`src/logic/bps_consts.svh`:
```
// constants for the backup power supervisor
`ifndef BPS_CONSTS_SVH
`define BPS_CONSTS_SVH
`define BPS_ADDR_CTRL      8'h00
`define BPS_ADDR_STATUS    8'h04
`define BPS_ADDR_STAMP_B   8'h08
`define BPS_ADDR_STAMP_M   8'h0c
`define BPS_ADDR_TIME      8'h10
`define BPS_ADDR_ALARM     8'h14
`define BPS_ADDR_AMASK     8'h18
`define BPS_ADDR_BROWN     8'h1c
`define BPS_CTRL_FSEL_LSB  0
`define BPS_CTRL_FSEL_W    4
`define BPS_CTRL_ALM_EN    4
`define BPS_CTRL_REPEAT    5
`define BPS_CTRL_BATTERY_MODE_TEMP_ENABLE      6
`define BPS_CTRL_TSE       7
`define BPS_CTRL_STAMP_CLEAR_CONTROL     8
`define BPS_CTRL_ALMCLR    9
`define BPS_CTRL_TPLCLR    10
`define BPS_ST_BACKUP      0
`define BPS_ST_TPL         1
`define BPS_ST_BROWN       2
`define BPS_ST_LB85        3
`define BPS_ST_LB75        4
`define BPS_ST_ALARM       5
`define BPS_ST_TEMPRUN     6
`define BPS_ST_BUSON       7
`define BPS_ST_STAMPB_V    8
`define BPS_BROWN_LEVELS   6
`define BPS_BROWN_RST      3'h0
`define BPS_TEMP_SETTLE    8'h04
`define BPS_PULSE_MS       250
`define BPS_CLK_HZ         40000000
`define BPS_RESP_OKAY      2'h0
`define BPS_RESP_SLVERR    2'h2
`endif

```
`src/logic/bps_pkg.sv`:
```
// types shared by the backup power supervisor modules
package bps_pkg;
   typedef enum logic [1:0] {
      BPS_MAIN   = 2'b01,
      BPS_BACKUP = 2'b10
   } bps_mode_e;
   typedef logic [31:0] bps_word_t;
endpackage

```
`src/logic/bps_sync_if.sv`:
```
// synchronised comparator levels handed from the synchroniser to the supervisor
`timescale 1ns/1ps
interface bps_sync_if;
   logic       below_bat_hys;
   logic       below_trip;
   logic       above_bat_hys;
   logic       above_trip_hys;
   logic       below_brown;
   logic       bat_below85;
   logic       bat_below75;
   logic       both_lost;
   modport src (output below_bat_hys, below_trip, above_bat_hys, above_trip_hys,
                below_brown, bat_below85, bat_below75, both_lost);
   modport dst (input below_bat_hys, below_trip, above_bat_hys, above_trip_hys,
                below_brown, bat_below85, bat_below75, both_lost);
endinterface

```
`src/logic/bps_top.sv`:
```
// backup power supervisor: mode switching, stamps, status, shared pin, axi4-lite regs
// Overview of operation
// - enter backup below battery-hys and trip
// - leave backup above battery+hys or trip+hys
// - serial bus disabled while in backup
// - other functions keep running in backup, except battery monitor (idle) and temp conversion (only if enabled)
// - stamp time on each switchover direction
// - keep first to-battery, latest to-main stamp
// - to-battery stamp held until clear bit
// - battery temp enable gates backup conversion
// - flag power-up after total power loss
// - brownout flag from one of six levels
// - brownout alone leaves bus enabled
// - battery flags below 85 and 75 percent
// - battery monitor idle in backup; measure on enable
// - alarm match on chosen fields, flag and irq
// - repeat alarm fires on every match
// - shared pin: interrupt or frequency, open drain
// - interrupt role pulls pin low
// - frequency role outputs divided crystal clock
// - serial data driven open drain only
// - serial clock input gated in backup
//
// Design decisions made here: the register addresses and register access over AXI4-Lite.
`timescale 1ns/1ps
`include "bps_consts.svh"
module bps_top #(
   parameter int PULSE_CYC = (`BPS_CLK_HZ / 1000) * `BPS_PULSE_MS
) (
   input  wire logic              aclk,
   input  wire logic              aresetn,
   input  wire logic [3:0]        s_axi_awaddr_lo,
   input  wire logic [4:0]        s_axi_awaddr,
   input  wire logic              s_axi_awvalid,
   output logic                   s_axi_awready,
   input  wire bps_pkg::bps_word_t s_axi_wdata,
   input  wire logic [3:0]        s_axi_wstrb,
   input  wire logic              s_axi_wvalid,
   output logic                   s_axi_wready,
   output logic [1:0]             s_axi_bresp,
   output logic                   s_axi_bvalid,
   input  wire logic              s_axi_bready,
   input  wire logic [4:0]        s_axi_araddr,
   input  wire logic              s_axi_arvalid,
   output logic                   s_axi_arready,
   output bps_pkg::bps_word_t     s_axi_rdata,
   output logic [1:0]             s_axi_rresp,
   output logic                   s_axi_rvalid,
   input  wire logic              s_axi_rready,
   input  wire logic [12:0]       cmp_in,
   input  wire logic              scl_in,
   input  wire logic              sda_in,
   input  wire logic              sda_drive_low,
   input  wire logic [15:0]       freq_taps,
   output logic                   sda_out,
   output logic                   sda_oe,
   output logic                   scl_gated,
   output logic                   sda_gated,
   output logic                   interrupt_or_freq_pin_out,
   output logic                   interrupt_or_freq_pin_oe,
   output logic                   temp_run,
   output logic                   bat_meas_run
);
   import bps_pkg::*;

   bps_sync_if sif ();
   bps_mode_e  mode_r;
   bps_word_t  time_r;
   bps_word_t  alarm_r;
   bps_word_t  amask_r;
   bps_word_t  stamp_b_r;
   bps_word_t  stamp_m_r;
   logic       stamp_b_v_r;
   logic [10:0] ctrl_r;
   logic [5:0] brown_sel_r;
   logic       tpl_r;
   logic       tpl_seen_r;
   logic       brown_r;
   logic       lb85_r;
   logic       lb75_r;
   logic       alarm_r_f;
   logic       match_d_r;
   logic [31:0] pulse_cnt_r;
   logic [7:0] meas_cnt_r;
   logic [1:0] scl_s_r;
   logic [1:0] sda_s_r;
   logic       aw_got_r;
   logic       w_got_r;
   logic [4:0] aw_addr_r;
   bps_word_t  w_data_r;
   logic [3:0] w_strb_r;
   logic       in_backup;
   logic       match;
   logic       wr_go;
   logic       freq_mode;
   logic       clr_ts;
   logic       clr_alarm;
   logic       clr_tpl;

   bps_sync #(
      .W (13)
   ) u_sync (
      .aclk      (aclk),
      .aresetn   (aresetn),
      .din       (cmp_in),
      .brown_sel (brown_sel_r),
      .so        (sif)
   );

   function automatic logic [7:0] byte_addr(input logic [4:0] a);
      byte_addr = {1'b0, a, 2'b00};
   endfunction

   assign in_backup = (mode_r == BPS_BACKUP);
   assign freq_mode = (ctrl_r[`BPS_CTRL_FSEL_LSB +: `BPS_CTRL_FSEL_W] != 4'h0);
   assign wr_go     = aw_got_r && w_got_r && !s_axi_bvalid;
   assign clr_ts    = wr_go && byte_addr(aw_addr_r) == `BPS_ADDR_CTRL && w_strb_r[1]
                      && w_data_r[`BPS_CTRL_STAMP_CLEAR_CONTROL];
   assign clr_alarm = wr_go && byte_addr(aw_addr_r) == `BPS_ADDR_CTRL && w_strb_r[1]
                      && w_data_r[`BPS_CTRL_ALMCLR];
   assign clr_tpl   = wr_go && byte_addr(aw_addr_r) == `BPS_ADDR_CTRL && w_strb_r[1]
                      && w_data_r[`BPS_CTRL_TPLCLR];
   assign match     = ((time_r ^ alarm_r) & amask_r) == 32'h0000_0000 && amask_r != '0;

   // mode switch, sampled on the clock edge only
   always_ff @(posedge aclk) begin
      if (!aresetn) begin
         mode_r <= BPS_MAIN;
      end else begin
         unique case (mode_r)
            BPS_MAIN: begin
               if (sif.below_bat_hys && sif.below_trip) begin
                  mode_r <= BPS_BACKUP;
               end
            end
            BPS_BACKUP: begin
               if (sif.above_bat_hys || sif.above_trip_hys) begin
                  mode_r <= BPS_MAIN;
               end
            end
            default: mode_r <= BPS_MAIN;
         endcase
      end
   end

   // switchover stamps; a capture wins over a same-cycle clear
   always_ff @(posedge aclk) begin
      if (!aresetn) begin
         stamp_b_r   <= '0;
         stamp_b_v_r <= 1'b0;
         stamp_m_r   <= '0;
      end else begin
         if (mode_r == BPS_MAIN && sif.below_bat_hys && sif.below_trip && !stamp_b_v_r) begin
            stamp_b_r   <= time_r;
            stamp_b_v_r <= 1'b1;
         end else if (clr_ts) begin
            stamp_b_r   <= '0;
            stamp_b_v_r <= 1'b0;
         end
         if (in_backup && (sif.above_bat_hys || sif.above_trip_hys)) begin
            stamp_m_r <= time_r;
         end
      end
   end

   // total power loss: strap sampled by clocks, held until cleared
   always_ff @(posedge aclk) begin
      if (!aresetn) begin
         tpl_r      <= 1'b0;
         tpl_seen_r <= 1'b0;
      end else begin
         tpl_seen_r <= 1'b1;
         if (!tpl_seen_r || sif.both_lost) begin
            tpl_r <= tpl_r | sif.both_lost | !tpl_seen_r;
         end else if (clr_tpl) begin
            tpl_r <= 1'b0;
         end
      end
   end

   // brownout is status only; it never touches the bus gate
   always_ff @(posedge aclk) begin
      if (!aresetn) begin
         brown_r <= 1'b0;
      end else begin
         brown_r <= sif.below_brown;
      end
   end

   // battery level sampled only during a measurement in main mode
   always_ff @(posedge aclk) begin
      if (!aresetn) begin
         meas_cnt_r <= '0;
         lb85_r     <= 1'b0;
         lb75_r     <= 1'b0;
      end else if (in_backup) begin
         meas_cnt_r <= '0;
      end else if (ctrl_r[`BPS_CTRL_TSE] && meas_cnt_r != `BPS_TEMP_SETTLE) begin
         meas_cnt_r <= meas_cnt_r + 8'h01;
         if (meas_cnt_r == `BPS_TEMP_SETTLE - 8'h01) begin
            lb85_r <= sif.bat_below85 | sif.bat_below75;
            lb75_r <= sif.bat_below75;
         end
      end else if (!ctrl_r[`BPS_CTRL_TSE]) begin
         meas_cnt_r <= '0;
      end
   end

   // temperature conversion keeps going in backup only if enabled
   always_ff @(posedge aclk) begin
      if (!aresetn) begin
         temp_run     <= 1'b0;
         bat_meas_run <= 1'b0;
      end else begin
         temp_run     <= ctrl_r[`BPS_CTRL_TSE] && (!in_backup || ctrl_r[`BPS_CTRL_BATTERY_MODE_TEMP_ENABLE]);
         bat_meas_run <= ctrl_r[`BPS_CTRL_TSE] && !in_backup && meas_cnt_r != `BPS_TEMP_SETTLE;
      end
   end

   // time keeping carries on in backup; alarm flag set beats clear
   always_ff @(posedge aclk) begin
      if (!aresetn) begin
         time_r      <= '0;
         match_d_r   <= 1'b0;
         alarm_r_f   <= 1'b0;
         pulse_cnt_r <= '0;
      end else begin
         time_r    <= time_r + 32'h0000_0001;
         match_d_r <= match;
         if (ctrl_r[`BPS_CTRL_ALM_EN] && match && !match_d_r) begin
            alarm_r_f <= 1'b1;
            if (ctrl_r[`BPS_CTRL_REPEAT]) begin
               pulse_cnt_r <= 32'(PULSE_CYC);
            end
         end else begin
            if (clr_alarm) begin
               alarm_r_f <= 1'b0;
            end
            if (pulse_cnt_r != '0) begin
               pulse_cnt_r <= pulse_cnt_r - 32'h0000_0001;
            end
         end
      end
   end

   // shared pin: frequency role or active-low interrupt, open drain
   always_ff @(posedge aclk) begin
      if (!aresetn) begin
         interrupt_or_freq_pin_out <= 1'b0;
         interrupt_or_freq_pin_oe  <= 1'b0;
      end else begin
         interrupt_or_freq_pin_out <= 1'b0;
         if (freq_mode) begin
            interrupt_or_freq_pin_oe <= !freq_taps[ctrl_r[`BPS_CTRL_FSEL_LSB +: `BPS_CTRL_FSEL_W]];
         end else if (ctrl_r[`BPS_CTRL_REPEAT]) begin
            interrupt_or_freq_pin_oe <= pulse_cnt_r != '0;
         end else begin
            interrupt_or_freq_pin_oe <= alarm_r_f && ctrl_r[`BPS_CTRL_ALM_EN];
         end
      end
   end

   // serial pins: synchronised, gated off in backup, data only pulled low
   always_ff @(posedge aclk) begin
      if (!aresetn) begin
         scl_s_r   <= 2'b11;
         sda_s_r   <= 2'b11;
         scl_gated <= 1'b1;
         sda_gated <= 1'b1;
         sda_out   <= 1'b0;
         sda_oe    <= 1'b0;
      end else begin
         scl_s_r   <= {scl_s_r[0], scl_in};
         sda_s_r   <= {sda_s_r[0], sda_in};
         scl_gated <= in_backup ? 1'b1 : scl_s_r[1];
         sda_gated <= in_backup ? 1'b1 : sda_s_r[1];
         sda_out   <= 1'b0;
         sda_oe    <= sda_drive_low && !in_backup;
      end
   end

   // axi4-lite write side
   always_ff @(posedge aclk) begin
      if (!aresetn) begin
         aw_got_r      <= 1'b0;
         w_got_r       <= 1'b0;
         aw_addr_r     <= '0;
         w_data_r      <= '0;
         w_strb_r      <= '0;
         s_axi_awready <= 1'b0;
         s_axi_wready  <= 1'b0;
         s_axi_bvalid  <= 1'b0;
         s_axi_bresp   <= `BPS_RESP_OKAY;
      end else begin
         s_axi_awready <= !aw_got_r && !s_axi_awready && s_axi_awvalid;
         s_axi_wready  <= !w_got_r && !s_axi_wready && s_axi_wvalid;
         if (s_axi_awvalid && s_axi_awready) begin
            aw_got_r  <= 1'b1;
            aw_addr_r <= s_axi_awaddr;
         end
         if (s_axi_wvalid && s_axi_wready) begin
            w_got_r  <= 1'b1;
            w_data_r <= s_axi_wdata;
            w_strb_r <= s_axi_wstrb;
         end
         if (wr_go) begin
            s_axi_bvalid <= 1'b1;
            s_axi_bresp  <= (byte_addr(aw_addr_r) > `BPS_ADDR_BROWN) ? `BPS_RESP_SLVERR
                                                                    : `BPS_RESP_OKAY;
         end else if (s_axi_bvalid && s_axi_bready) begin
            s_axi_bvalid <= 1'b0;
            aw_got_r     <= 1'b0;
            w_got_r      <= 1'b0;
         end
      end
   end

   // writable registers; clear bits are self-clearing strobes
   always_ff @(posedge aclk) begin
      if (!aresetn) begin
         ctrl_r      <= '0;
         alarm_r     <= '0;
         amask_r     <= '0;
         brown_sel_r <= 6'h01 << `BPS_BROWN_RST;
      end else if (wr_go) begin
         unique case (byte_addr(aw_addr_r))
            `BPS_ADDR_CTRL: begin
               if (w_strb_r[0]) ctrl_r[7:0] <= w_data_r[7:0];
            end
            `BPS_ADDR_ALARM: begin
               alarm_r <= w_data_r;
            end
            `BPS_ADDR_AMASK: begin
               amask_r <= w_data_r;
            end
            `BPS_ADDR_BROWN: begin
               if (w_data_r[2:0] < 3'(`BPS_BROWN_LEVELS)) begin
                  brown_sel_r <= 6'h01 << w_data_r[2:0];
               end
            end
            default: ;
         endcase
      end
   end

   // axi4-lite read side
   always_ff @(posedge aclk) begin
      if (!aresetn) begin
         s_axi_arready <= 1'b0;
         s_axi_rvalid  <= 1'b0;
         s_axi_rdata   <= '0;
         s_axi_rresp   <= `BPS_RESP_OKAY;
      end else begin
         s_axi_arready <= !s_axi_rvalid && !s_axi_arready && s_axi_arvalid;
         if (s_axi_arvalid && s_axi_arready) begin
            s_axi_rvalid <= 1'b1;
            s_axi_rresp  <= `BPS_RESP_OKAY;
            unique case (byte_addr(s_axi_araddr))
               `BPS_ADDR_CTRL:    s_axi_rdata <= {21'h0, ctrl_r};
               `BPS_ADDR_STATUS:  s_axi_rdata <= {23'h0, stamp_b_v_r, !in_backup, temp_run,
                                                  alarm_r_f, lb75_r, lb85_r, brown_r, tpl_r,
                                                  in_backup};
               `BPS_ADDR_STAMP_B: s_axi_rdata <= stamp_b_r;
               `BPS_ADDR_STAMP_M: s_axi_rdata <= stamp_m_r;
               `BPS_ADDR_TIME:    s_axi_rdata <= time_r;
               `BPS_ADDR_ALARM:   s_axi_rdata <= alarm_r;
               `BPS_ADDR_AMASK:   s_axi_rdata <= amask_r;
               `BPS_ADDR_BROWN:   s_axi_rdata <= {26'h0, brown_sel_r};
               default: begin
                  s_axi_rdata <= '0;
                  s_axi_rresp <= `BPS_RESP_SLVERR;
               end
            endcase
         end else if (s_axi_rvalid && s_axi_rready) begin
            s_axi_rvalid <= 1'b0;
         end
      end
   end
endmodule // bps_top

```
`src/logic/bps_sync.sv`:
```
// two-flop synchroniser for the analog comparator levels
`timescale 1ns/1ps
module bps_sync #(
   parameter int W = 13
) (
   input  wire logic         aclk,
   input  wire logic         aresetn,
   input  wire logic [W-1:0] din,
   input  wire logic [5:0]   brown_sel,
   bps_sync_if.src           so
);
   logic [W-1:0] s1_r;
   logic [W-1:0] s2_r;
   logic         brown_r;

   // first stage is read by the second stage only
   always_ff @(posedge aclk) begin
      if (!aresetn) begin
         s1_r <= '0;
         s2_r <= '0;
      end else begin
         s1_r <= din;
         s2_r <= s1_r;
      end
   end

   // pick one of the six brownout comparators after synchronising
   always_ff @(posedge aclk) begin
      if (!aresetn) begin
         brown_r <= 1'b0;
      end else begin
         brown_r <= |(s2_r[12:7] & brown_sel);
      end
   end

   assign so.below_bat_hys  = s2_r[0];
   assign so.below_trip     = s2_r[1];
   assign so.above_bat_hys  = s2_r[2];
   assign so.above_trip_hys = s2_r[3];
   assign so.bat_below85    = s2_r[4];
   assign so.bat_below75    = s2_r[5];
   assign so.both_lost      = s2_r[6];
   assign so.below_brown    = brown_r;
endmodule // bps_sync

```
`config.mk`:
```
export PLATFORM = sky130hd
export DESIGN_NAME = bps_top
export DESIGN_NICKNAME = d
export VERILOG_FILES = /design/src/logic/bps_pkg.sv /design/src/logic/bps_sync_if.sv /design/src/logic/bps_top.sv /design/src/logic/bps_sync.sv
export VERILOG_INCLUDE_DIRS = /design/src /design/src/logic
export SDC_FILE = /design/constraint.sdc
export NUM_CORES = 1
export LEC_CHECK = 0
export BUFFER_PORTS_ARGS = -buffer_cell sky130_fd_sc_hd__buf_2
export CAP_MARGIN = 20
export CORE_MARGIN = 4
export CORE_UTILIZATION = 40
export CTS_BUF_LIST = sky130_fd_sc_hd__clkbuf_8
export DETAILED_ROUTE_END_ITERATION = 12
export GPL_TIMING_DRIVEN = 0
export SETUP_SLACK_MARGIN = 0.15
export SLEW_MARGIN = 20
export SYNTH_ARGS = -nofsm -noshare
export SYNTH_HDL_FRONTEND = slang
export SYNTH_SLANG_ARGS = --single-unit
```
`constraint.sdc`:
```
create_clock -name aclk -period 3.2 [get_ports aclk]
set_input_delay 0.64 -clock aclk [delete_from_list [all_inputs] [get_ports aclk]]
set_output_delay 0.64 -clock aclk [all_outputs]
set_load 0.1 [all_outputs]
```
Word level (Yosys, flattened, before mapping)
Cells that the tools add are included.

Flip-flop bits (word level): 343. Input port bits: 89. Output and inout port bits: 49. Word-level logic and storage cells: 178.

$add $sub $neg: 3. Magnitude comparators: 3. Eq/ne operators: 18. Shifts and indexed selects: 1. Muxes and demuxes: 34. Bitwise gates (word level): 8. Reductions and logical operators: 69.

Operator list (number): one-hot mux 32 bit (8 select lines) (1); two-way mux 32 bit (5); nonzero test 32 bit (2); equality test 5 x 3 -> 1 bit, second input constant (7); adder 32 x 1 -> 32 bit, second input constant (1); AND 32 bit (1); logical AND 1 bit (32); logical NOT 32 bit (1); subtractor 32 x 1 -> 32 bit, second input constant (1); bitwise XOR 32 bit (1); two-way mux 1 bit (20); two-way mux 8 bit (2); logical NOT 1 bit (12); nonzero test 2 bit (6); equality test 5 x 2 -> 1 bit, second input constant (2); logical NOT 5 bit (2); AND reduction 3 bit (3); adder 8 x 1 -> 8 bit, second input constant (1); equality test 8 x 2 -> 1 bit, second input constant (1); two-way mux 2 bit (4); inequality test 8 x 3 -> 1 bit, second input constant (1); AND reduction 2 bit (4); OR reduction 8 bit (1); > comparator 7 x 5 -> 1 bit, second input constant (1); other kinds (17) (24).

Longest topological paths before layout
Gate-level depths: netlist of run 1.

Word-level depth: 8. Gate-level depth with buffers: 10. Gate-level depth less buffers: 9.

Hierarchy
From an unflattened synthesis of run 1, not the netlist that was laid out.

Cells, all modules: 1700. Area, all modules: 14074.7 µm².

Modules (own cells, without submodules): bps_top (instances 1, cells an instance 1640, area each 13320.3 µm², seq. area each 6286.0 µm²); bps_sync (instances 1, cells an instance 60, area each 754.5 µm², seq. area each 540.5 µm²).

Worst setup path before layout of run 1
OpenSTA, ideal clock, no wires.

Path type: register -> register. Start point: register pulse_cnt_r[0]. End point: register pulse_cnt_r[24]. Arrival time: 2.467 ns. Data required time: 3.071 ns. Path slack: 0.604 ns. Stages on the path, launching flop included: 11. Buffers on the path: 1. Clock period less this slack: 2.596 ns. Path through: dfxtp_1 inv_1 ha_1 or4b_2 clkbuf_1 nor4_4 nand3_1 or3_1 and2_1 o21ai_0 o31ai_1.

Word-level cells in the longest chain between the ends: 3.

Ends and longest elaborated chain: start, declared (RTL line bps_top.sv:83) `logic [31:0] pulse_cnt_r;`; start signal, assigned (RTL line bps_top.sv:233) `pulse_cnt_r <= 32'(PULSE_CYC);`; start signal, assigned (RTL line bps_top.sv:240) `pulse_cnt_r <= pulse_cnt_r - 32'h0000_0001;`; subtractor 32 x 1 -> 32 bit / nonzero test 32 bit (equally long branches) (RTL line bps_top.sv:240, bps_top.sv:239); two-way mux 32 bit / nonzero test 2 bit (equally long branches); two-way mux 32 bit / AND reduction 2 bit (equally long branches).

Several ways; a longest one is shown, not always the timed one. The select of a mux whose other input is x is not followed. A chain may end at the register's enable or synchronous reset.

Final worst setup path of run 1
Start point: input s_axi_araddr[3]. End point: register s_axi_rdata[6].

Word-level cells in the longest chain between the ends: 2.

Ends and longest elaborated chain: start, declared (RTL line bps_top.sv:43) `input wire logic [4:0] s_axi_araddr,`; equality test 5 x 3 -> 1 bit, or another cell as far along (RTL line bps_top.sv:358) `unique case (byte_addr(s_axi_araddr))`; one-hot mux 32 bit (8 select lines) * (RTL line bps_top.sv:358); end signal, assigned (RTL line bps_top.sv:359) `` `BPS_ADDR_CTRL: s_axi_rdata <= {21'h0, ctrl_r}; ``; end signal, assigned (RTL line bps_top.sv:360) `` `BPS_ADDR_STATUS: s_axi_rdata <= {23'h0, stamp_b_v_r, !in_backup, temp_run, ``; end signal, assigned (RTL line bps_top.sv:363) `` `BPS_ADDR_STAMP_B: s_axi_rdata <= stamp_b_r; ``; end, declared (RTL line bps_top.sv:46) `output bps_pkg::bps_word_t s_axi_rdata,`.

Every way passes the cells marked *; elsewhere a longest branch is shown, timed or not.

==> results of run 1 <==
state kept, by name (all words and copies together), names as in the netlist, 2 cells and up:
register / count
alarm_r: 32
amask_r: 32
pulse_cnt_r: 32
s_axi_rdata: 32
stamp_b_r: 32
stamp_m_r: 32
time_r: 32
w_data_r: 32
u_sync.s1_r: 13
u_sync.s2_r: 13
ctrl_r: 8
meas_cnt_r: 8
brown_sel_r: 6
aw_addr_r: 5
mode_r: 2
scl_s_r: 2
sda_s_r: 2
w_strb_r: 2
repair_timing:
| action | 4_1_cts | 5_1_grt |
|---|---|---|
| gates resized for setup | 6 | 33 |
| setup endpoints to repair | 31 | 25 |
| hold buffers | 0 | 0 |
| setup buffers | 0 | 1 |
| pin swaps | 0 | 1 |
synth_stat cells, types with 17 or more instances:
cell type / instances / share of area (%)
dfxtp_1: 341 / 48
nand2_1: 317 / 8.4
a21oi_1: 224 / 7.9
nor2_1: 151 / 4.0
clkbuf_1: 127 / 3.4
a22oi_1: 96 / 5.1
xor2_1: 51 / 3.2
and2_1: 44 / 1.9
nand3_1: 27 / 0.95
a222oi_1: 25 / 1.8
o21ai_0: 23 / 0.81
inv_1: 22 / 0.58
nand4_1: 22 / 0.97
nor3_1: 22 / 0.78
nor4_1: 20 / 0.88
or3_1: 17 / 0.75
layout make-up:
| cell class | count | area [sq um] | area share [%] |
|---|---|---|---|
| Inverter | 22 | 82.6 | 0.494 |
| Buffer | 136 | 554 | 3.32 |
| Sequential cell | 341 | 6830 | 40.9 |
| Timing Repair Buffer | 126 | 633 | 3.79 |
| Clock buffer | 81 | 1110 | 6.67 |
| Tap cell | 455 | 569 | 3.41 |
| Multi-Input combinational cell | 1213 | 6790 | 40.6 |
| Clock inverter | 25 | 135 | 0.809 |
kinds of logic (layout without fill, tap and decap cells):
kind of cell               Yosys count  after routing  synth area share [%]
AOI/OAI and AO/OA                  440            440                  19.5
muxes                               13             13                  1.20
other                                1              4                0.0265
xor gates and xnor gates            66             66                  4.08
and+or+nand+nor                    686            686                  22.2
buffers and inverters              158            390                  4.36
DFF                                341            341                  48.2
adders and majority gates            4              4                 0.354
power breakdown:
| part | internal (mW) | switching [mW] |
|---|---|---|
| clock network | 2.32 | 1.80 |
| logic | 0.740 | 1.11 |
| registers | 4.45 | 0.213 |
| total | 7.50 | 3.12 |
layout by cell type, fill, tap and decap left out, types with 6 or more instances in the layout:
cell      netlist  final
a21oi_1       224    224
a221oi_1        6      6
a222oi_1       25     25
a22o_1          6      6
a22oi_1        96     96
a31oi_1        15     15
and2_1         44     44
and3_1         12     12
buf_2           0    126
clkbuf_1      127    111
clkbuf_2        1     16
clkbuf_8        0     81
clkinv_2        0      9
dfxtp_1       341    341
inv_1          22     36
mux2i_1         8      8
nand2_1       317    317
nand2b_1        8      8
nand3_1        27     26
nand4_1        22     22
nor2_1        151    150
nor2b_1         7      7
nor3_1         22     18
nor4_1         20     19
o21ai_0        23     23
o31ai_1        11     11
or2_2           8      8
or3_1          17     16
xnor2_1        15     15
xor2_1         51     51
metrics by stage:
stage,setup WS [ns],setup TNS [ns],hold WS [ns],instances
floorplan,0.604,0,0.386,1712
global placement,-0.264,-3.82,0.394,2292
detailed placement,-0.268,-3.57,0.397,2292
CTS,0.156,0,0.190,2398
global route,0.158,0,0.193,2399
finish,0.237,0,0.216,2399
worst paths after layout:
path	to	slack (ns)	depth (start not counted)
max	s_axi_rdata[6]	0.24	9
min	sda_s_r[0]	0.22	2
max reg2reg	pulse_cnt_r[12]	0.29	10
min reg2reg	sda_s_r[1]	0.41	1
layer usage:
layer / share of wire (%) / global-route usage, % / vias up
met5: 0 / 0 / -
met4: 2.8 / 7.11 / 0
met3: 8.3 / 4.72 / 88
met2: 44 / 36.6 / 557
met1: 45 / 34.0 / 6202
li1: - / - / 6356
==> results by group, run 1 <==
Status
  • Outcome: complete, no violations

Clock network
  • CTS H-Tree Depth: 2
  • CTS sink cnt: 341
  • CTS tree: yes
  • Maximum root-to-sink buffer count: 3
  • Worst skew pair latency: approximately 0.6 ns
  • Clock transition at path regs: 0.06 ns
  • Num CTS Buffers: between 50 and 60
  • Root Driver: clkbuf_8

Die
  • Ports: 138
  • Die Wd: 196 microns
  • Placeable Area: between 30,000 and 40,000 sq um
  • Full die area: around 38,000 sq um
  • Initial Util: between 40% and 50%
  • Die H: 196 microns
  • Cell row count: between 60 and 70

Synthesis
  • Post-synth EDFFs: 0
  • Mapped Area: approximately 14,000 sq um
  • Share of synthesized registers carrying an async set or reset: 0%
  • Unique masters post-synth: just over 60
  • Flops & latches, synth: between 300 and 400
  • Cells after Synth: 1,709
  • Mean Syn Cell Area: just over 8 sq um
  • Yosys warns: 0
  • Post-synth top flop: dfxtp_1
  • Register area share after synthesis: approximately half

GRT
  • Tot GR Track Use: a little under a quarter
  • First-pass GRT wire length: 72.4 mm
  • Vias in the first global route: around 13,000
  • Initial antenna violation count: 0
  • Largest net degree at the start of global routing: 15
  • Gr ovfl total: 0

Setup path
  • CP Launch Point: s_axi_araddr[3]
  • Crit path kind: in2reg
  • Max stage delay on crit path: approximately 0.84 ns
  • CP bufs+invs: 3
  • Crit end category: flip-flop
  • Worst Path Max Fanout: 10
  • Worst EP required: ~3.7 ns
  • Crit-path slowest cell: nor4_1
  • Top Family by Delay on Critical Path: simple AND/OR/NAND/NOR gates
  • CP arrival: about 3.5 ns
  • RR Startpoint: time_r[14]
  • Crit-path cells: buf_2 -> nand2b_1 -> nor4_1 -> clkbuf_1 -> buf_1 -> a22oi_1 -> a31oi_1 -> a21oi_1 -> nor2_1
  • Startpoint types: primary input

Hold path
  • Hold WC Path Type: in2reg
  • Min-delay src: sda_in

STA
  • Worst Skew: 0.0291 ns
  • FMAX: 0.337 GHz
  • Minimum clock period: just under 3 ns
  • Rel. slew slack: a little over a quarter
  • Slew Viols, Final: 0
  • RSZ-0062 raised after global routing: false
  • Slew @ Worst Pin: between 1 and 1.5 ns
  • Crit share post-route: just over 90%
  • Final hold violation count: 0
  • Final setup vio count: 0

Route
  • Drc violations: 0
  • Drt pass-1 iters: 7
  • Drt total wl: between 40 and 50 mm
  • DR iter-0 viols: ~1,600
  • Via-per-instance ratio: about 5.5
  • Wire per inst: a little under 20 microns
  • Vias post-DR: 13,203
  • Post-route ant nets: 0

Pwr
  • Maximum VDD drop: 0.434 mV
  • Final Power: approximately 11 mW
  • Lkg Pwr: roughly 6.2 nW
  • PwrDens: between 600 and 700 nW/um^2

Cells and area
  • Fraction of layout cells with a size suffix above 1: between 10% and 20%
  • Final Cell Area: around 17,000 sq um
  • Finished Core Util: about half
  • Final nets: roughly 2,000
  • Area growth syn-to-layout: 18.0%
  • Ant diodes: 0
  • Fillers: about 3,500

Placed design
  • Cell Area, Placed: roughly 15,000 sq um
  • RePlAce Congestion: about 0.9
  • DP HPWL: around 35 mm
  • IO buf count: around 130

Run
  • MaxCap Viol Count: 0
No activity file was read; power rests on OpenSTA's default activity.
==> inputs of run 2 (changes only) <==
Settings changed: CORE_MARGIN 4 to 8, CTS_CLUSTER_DIAMETER set to 60.
==> results by group, run 2 (synthesized netlist as in run 1, its figures left out) <==
Status
  • Outcome: complete, no violations

Setup path
  • Startpoint types: flip-flop
  • Worst EP required: 3.65 ns (-0.08 ns)
  • CP arrival: 3.40 ns (-0.09 ns)
  • Crit path kind: reg2reg
  • Crit end category: flip-flop
  • Worst Path Max Fanout: 8 (-2)

Clock network
  • Worst skew pair latency: 0.61 ns (about the same)
  • Root Driver: clkbuf_8
  • Num CTS Buffers: 57 (unchanged)
  • Maximum root-to-sink buffer count: 3 (unchanged)
  • CTS tree: yes
  • CTS sink cnt: 341 (unchanged)
  • Hold_buf cts: 0 (unchanged)
  • Clock transition at path regs: 0.07 ns (about the same)
  • CTS H-Tree Depth: 2 (unchanged)

GRT
  • Tot GR Track Use: 21.9% (-1.9 points)
  • Initial antenna violation count: 1 (+1)
  • Largest net degree at the start of global routing: 16 (+1)
  • Vias in the first global route: 12,627 (+0.35%)
  • First-pass GRT wire length: 72.7 mm (+0.35%)
  • Gr ovfl total: 0 (unchanged)

Route
  • Vias post-DR: 13,357 (+1.2%)
  • Drt total wl: 47.2 mm (+0.55%)
  • Post-route ant nets: 0 (unchanged)
  • Drc violations: 0 (unchanged)
  • Via-per-instance ratio: 5.57 (+1.3%)
  • DR iter-0 viols: 1,270 (-19%)
  • Drt pass-1 iters: 7 (unchanged)
  • Wire per inst: 19.7 microns (+0.64%)

STA
  • Final hold violation count: 0 (unchanged)
  • Crit share post-route: 92.0% (-0.62 points)
  • Slew @ Worst Pin: 1.11 ns (+0.0144 ns)
  • FMAX: 0.340 GHz (+0.67%)
  • RSZ-0062 raised after global routing: true
  • Minimum clock period: 2.94 ns (-0.0198 ns)
  • Slew Viols, Final: 0 (unchanged)
  • Rel. slew slack: 25.4% (-0.85 points)
  • Hold slack: 0.225 ns (+0.00964 ns)
  • Worst Skew: 0.0286 ns (-0.000522 ns)
  • Final setup vio count: 0 (unchanged)

Die
  • Initial Util: 40.2% (-0.59 points)
  • Die H: 204 microns (+4.1%)
  • Full die area: 41,700 sq um (+8.3%)
  • Cell row count: 69 (+1.5%)
  • Die Wd: 204 microns (+4.1%)
  • Placeable Area: 35,200 sq um (+1.5%)
  • Ports: 138 (unchanged)

Placed design
  • DP HPWL: 35.3 mm (+1.4%)
  • RePlAce Congestion: 0.951 (+2.9%)
  • IO buf count: 125 (unchanged)

Run
  • MaxCap Viol Count: 0 (unchanged)

Cells and area
  • Register area: 6830 sq um (unchanged)
  • Commonest non-fill, non-tap cell in the layout: dfxtp_1
  • Fraction of layout cells with a size suffix above 1: 13.5% (-0.71 points)
  • Most frequent cells in the layout: dfxtp_1, nand2_1, a21oi_1, nor2_1, buf_2
  • Finished Core Util: 46.9% (-1.2 points)
  • Area growth syn-to-layout: 16.8%
  • Multi-input logic area: 6780 sq um (about the same)
  • Fillers: 3,499 (+0.34%)
  • Final nets: 1,991 (+0.050%)

Hold path
  • Hold WC Path Type: in2reg

Pwr
  • PwrDens: 617 nW/um^2 (-3.0%)
  • Lkg Pwr: 6.17 nW (-1.1%)
  • Maximum VDD drop: 0.559 mV (+29%)
## run 2: metrics by stage
step	instances	area (sq um)	TNS, ns	setup slack, ns	power [mW]
2_1_floorplan	1712	14200	0	0.604	6.04
3_3_place_gp	2298	15400	-3.58	-0.321	6.42
3_5_place_dp	2298	15400	-0.337	-0.0741	6.47
4_1_cts	2394	16500	0	0.167	10.2
5_1_grt	2397	16500	0	0.0712	10.7
6_report	2397	16500	0	0.257	10.2
## run 2: cell type report
| class | instances | share of cell area (%) |
|---|---|---|
| repair buffers | 127 | 3.87 |
| multi-input cells | 1213 | 41.0 |
| inverters | 22 | 0.499 |
| plain buffers | 136 | 3.35 |
| flip-flops and latches | 341 | 41.3 |
| clock buffers | 69 | 5.74 |
| well taps | 461 | 3.49 |
| clock inverters | 27 | 0.741 |
| diodes | 1 | 0.0151 |
## run 2: report_power, final
part,internal [mW],switching [mW],leakage [nW]
Combinational,0.735,1.10,2.78
Clock,1.94,1.76,0.630
Sequential,4.45,0.218,2.76
Total,7.12,3.08,6.17
## run 2: critical path: stages (launching register included)
cell,delay (ns)
dfxtp_1,0.32
inv_1,0.08
ha_1,0.24
or4b_2,0.59
clkbuf_1,0.22
nor4_4,0.28
buf_4,0.18
nand3_4,0.12
or3_1,0.37
and2_1,0.16
o21ai_0,0.16
o31ai_1,0.09
## run 2: what timing repair did
action                                 CTS  global route
resized for setup                        4            31
setup endpoints to repair               29            23
endpoints found under the hold margin    0             0
buffers inserted                         0             2
pin swaps                                0             1
## run 2: final timing paths
| kind | slack, ns | cells after the start | from | endpoint |
|---|---|---|---|---|
| worst max-delay path | 0.26 | 11 | pulse_cnt_r[0] | pulse_cnt_r[24] |
| worst min-delay path | 0.23 | 2 | sda_in | sda_s_r[0] |
| worst max register to register | 0.26 | 11 | pulse_cnt_r[0] | pulse_cnt_r[24] |
| worst min register to register | 0.41 | 1 | u_sync.s1_r[11] | u_sync.s2_r[11] |
## run 2: per-layer routing
layer	share of wire [%]	up-vias	track usage [%]
li1	-	6337	-
met1	45	6358	30.1
met2	45	567	34.5
met3	8.0	95	3.88
met4	2.4	0	6.51
met5	0	-	0
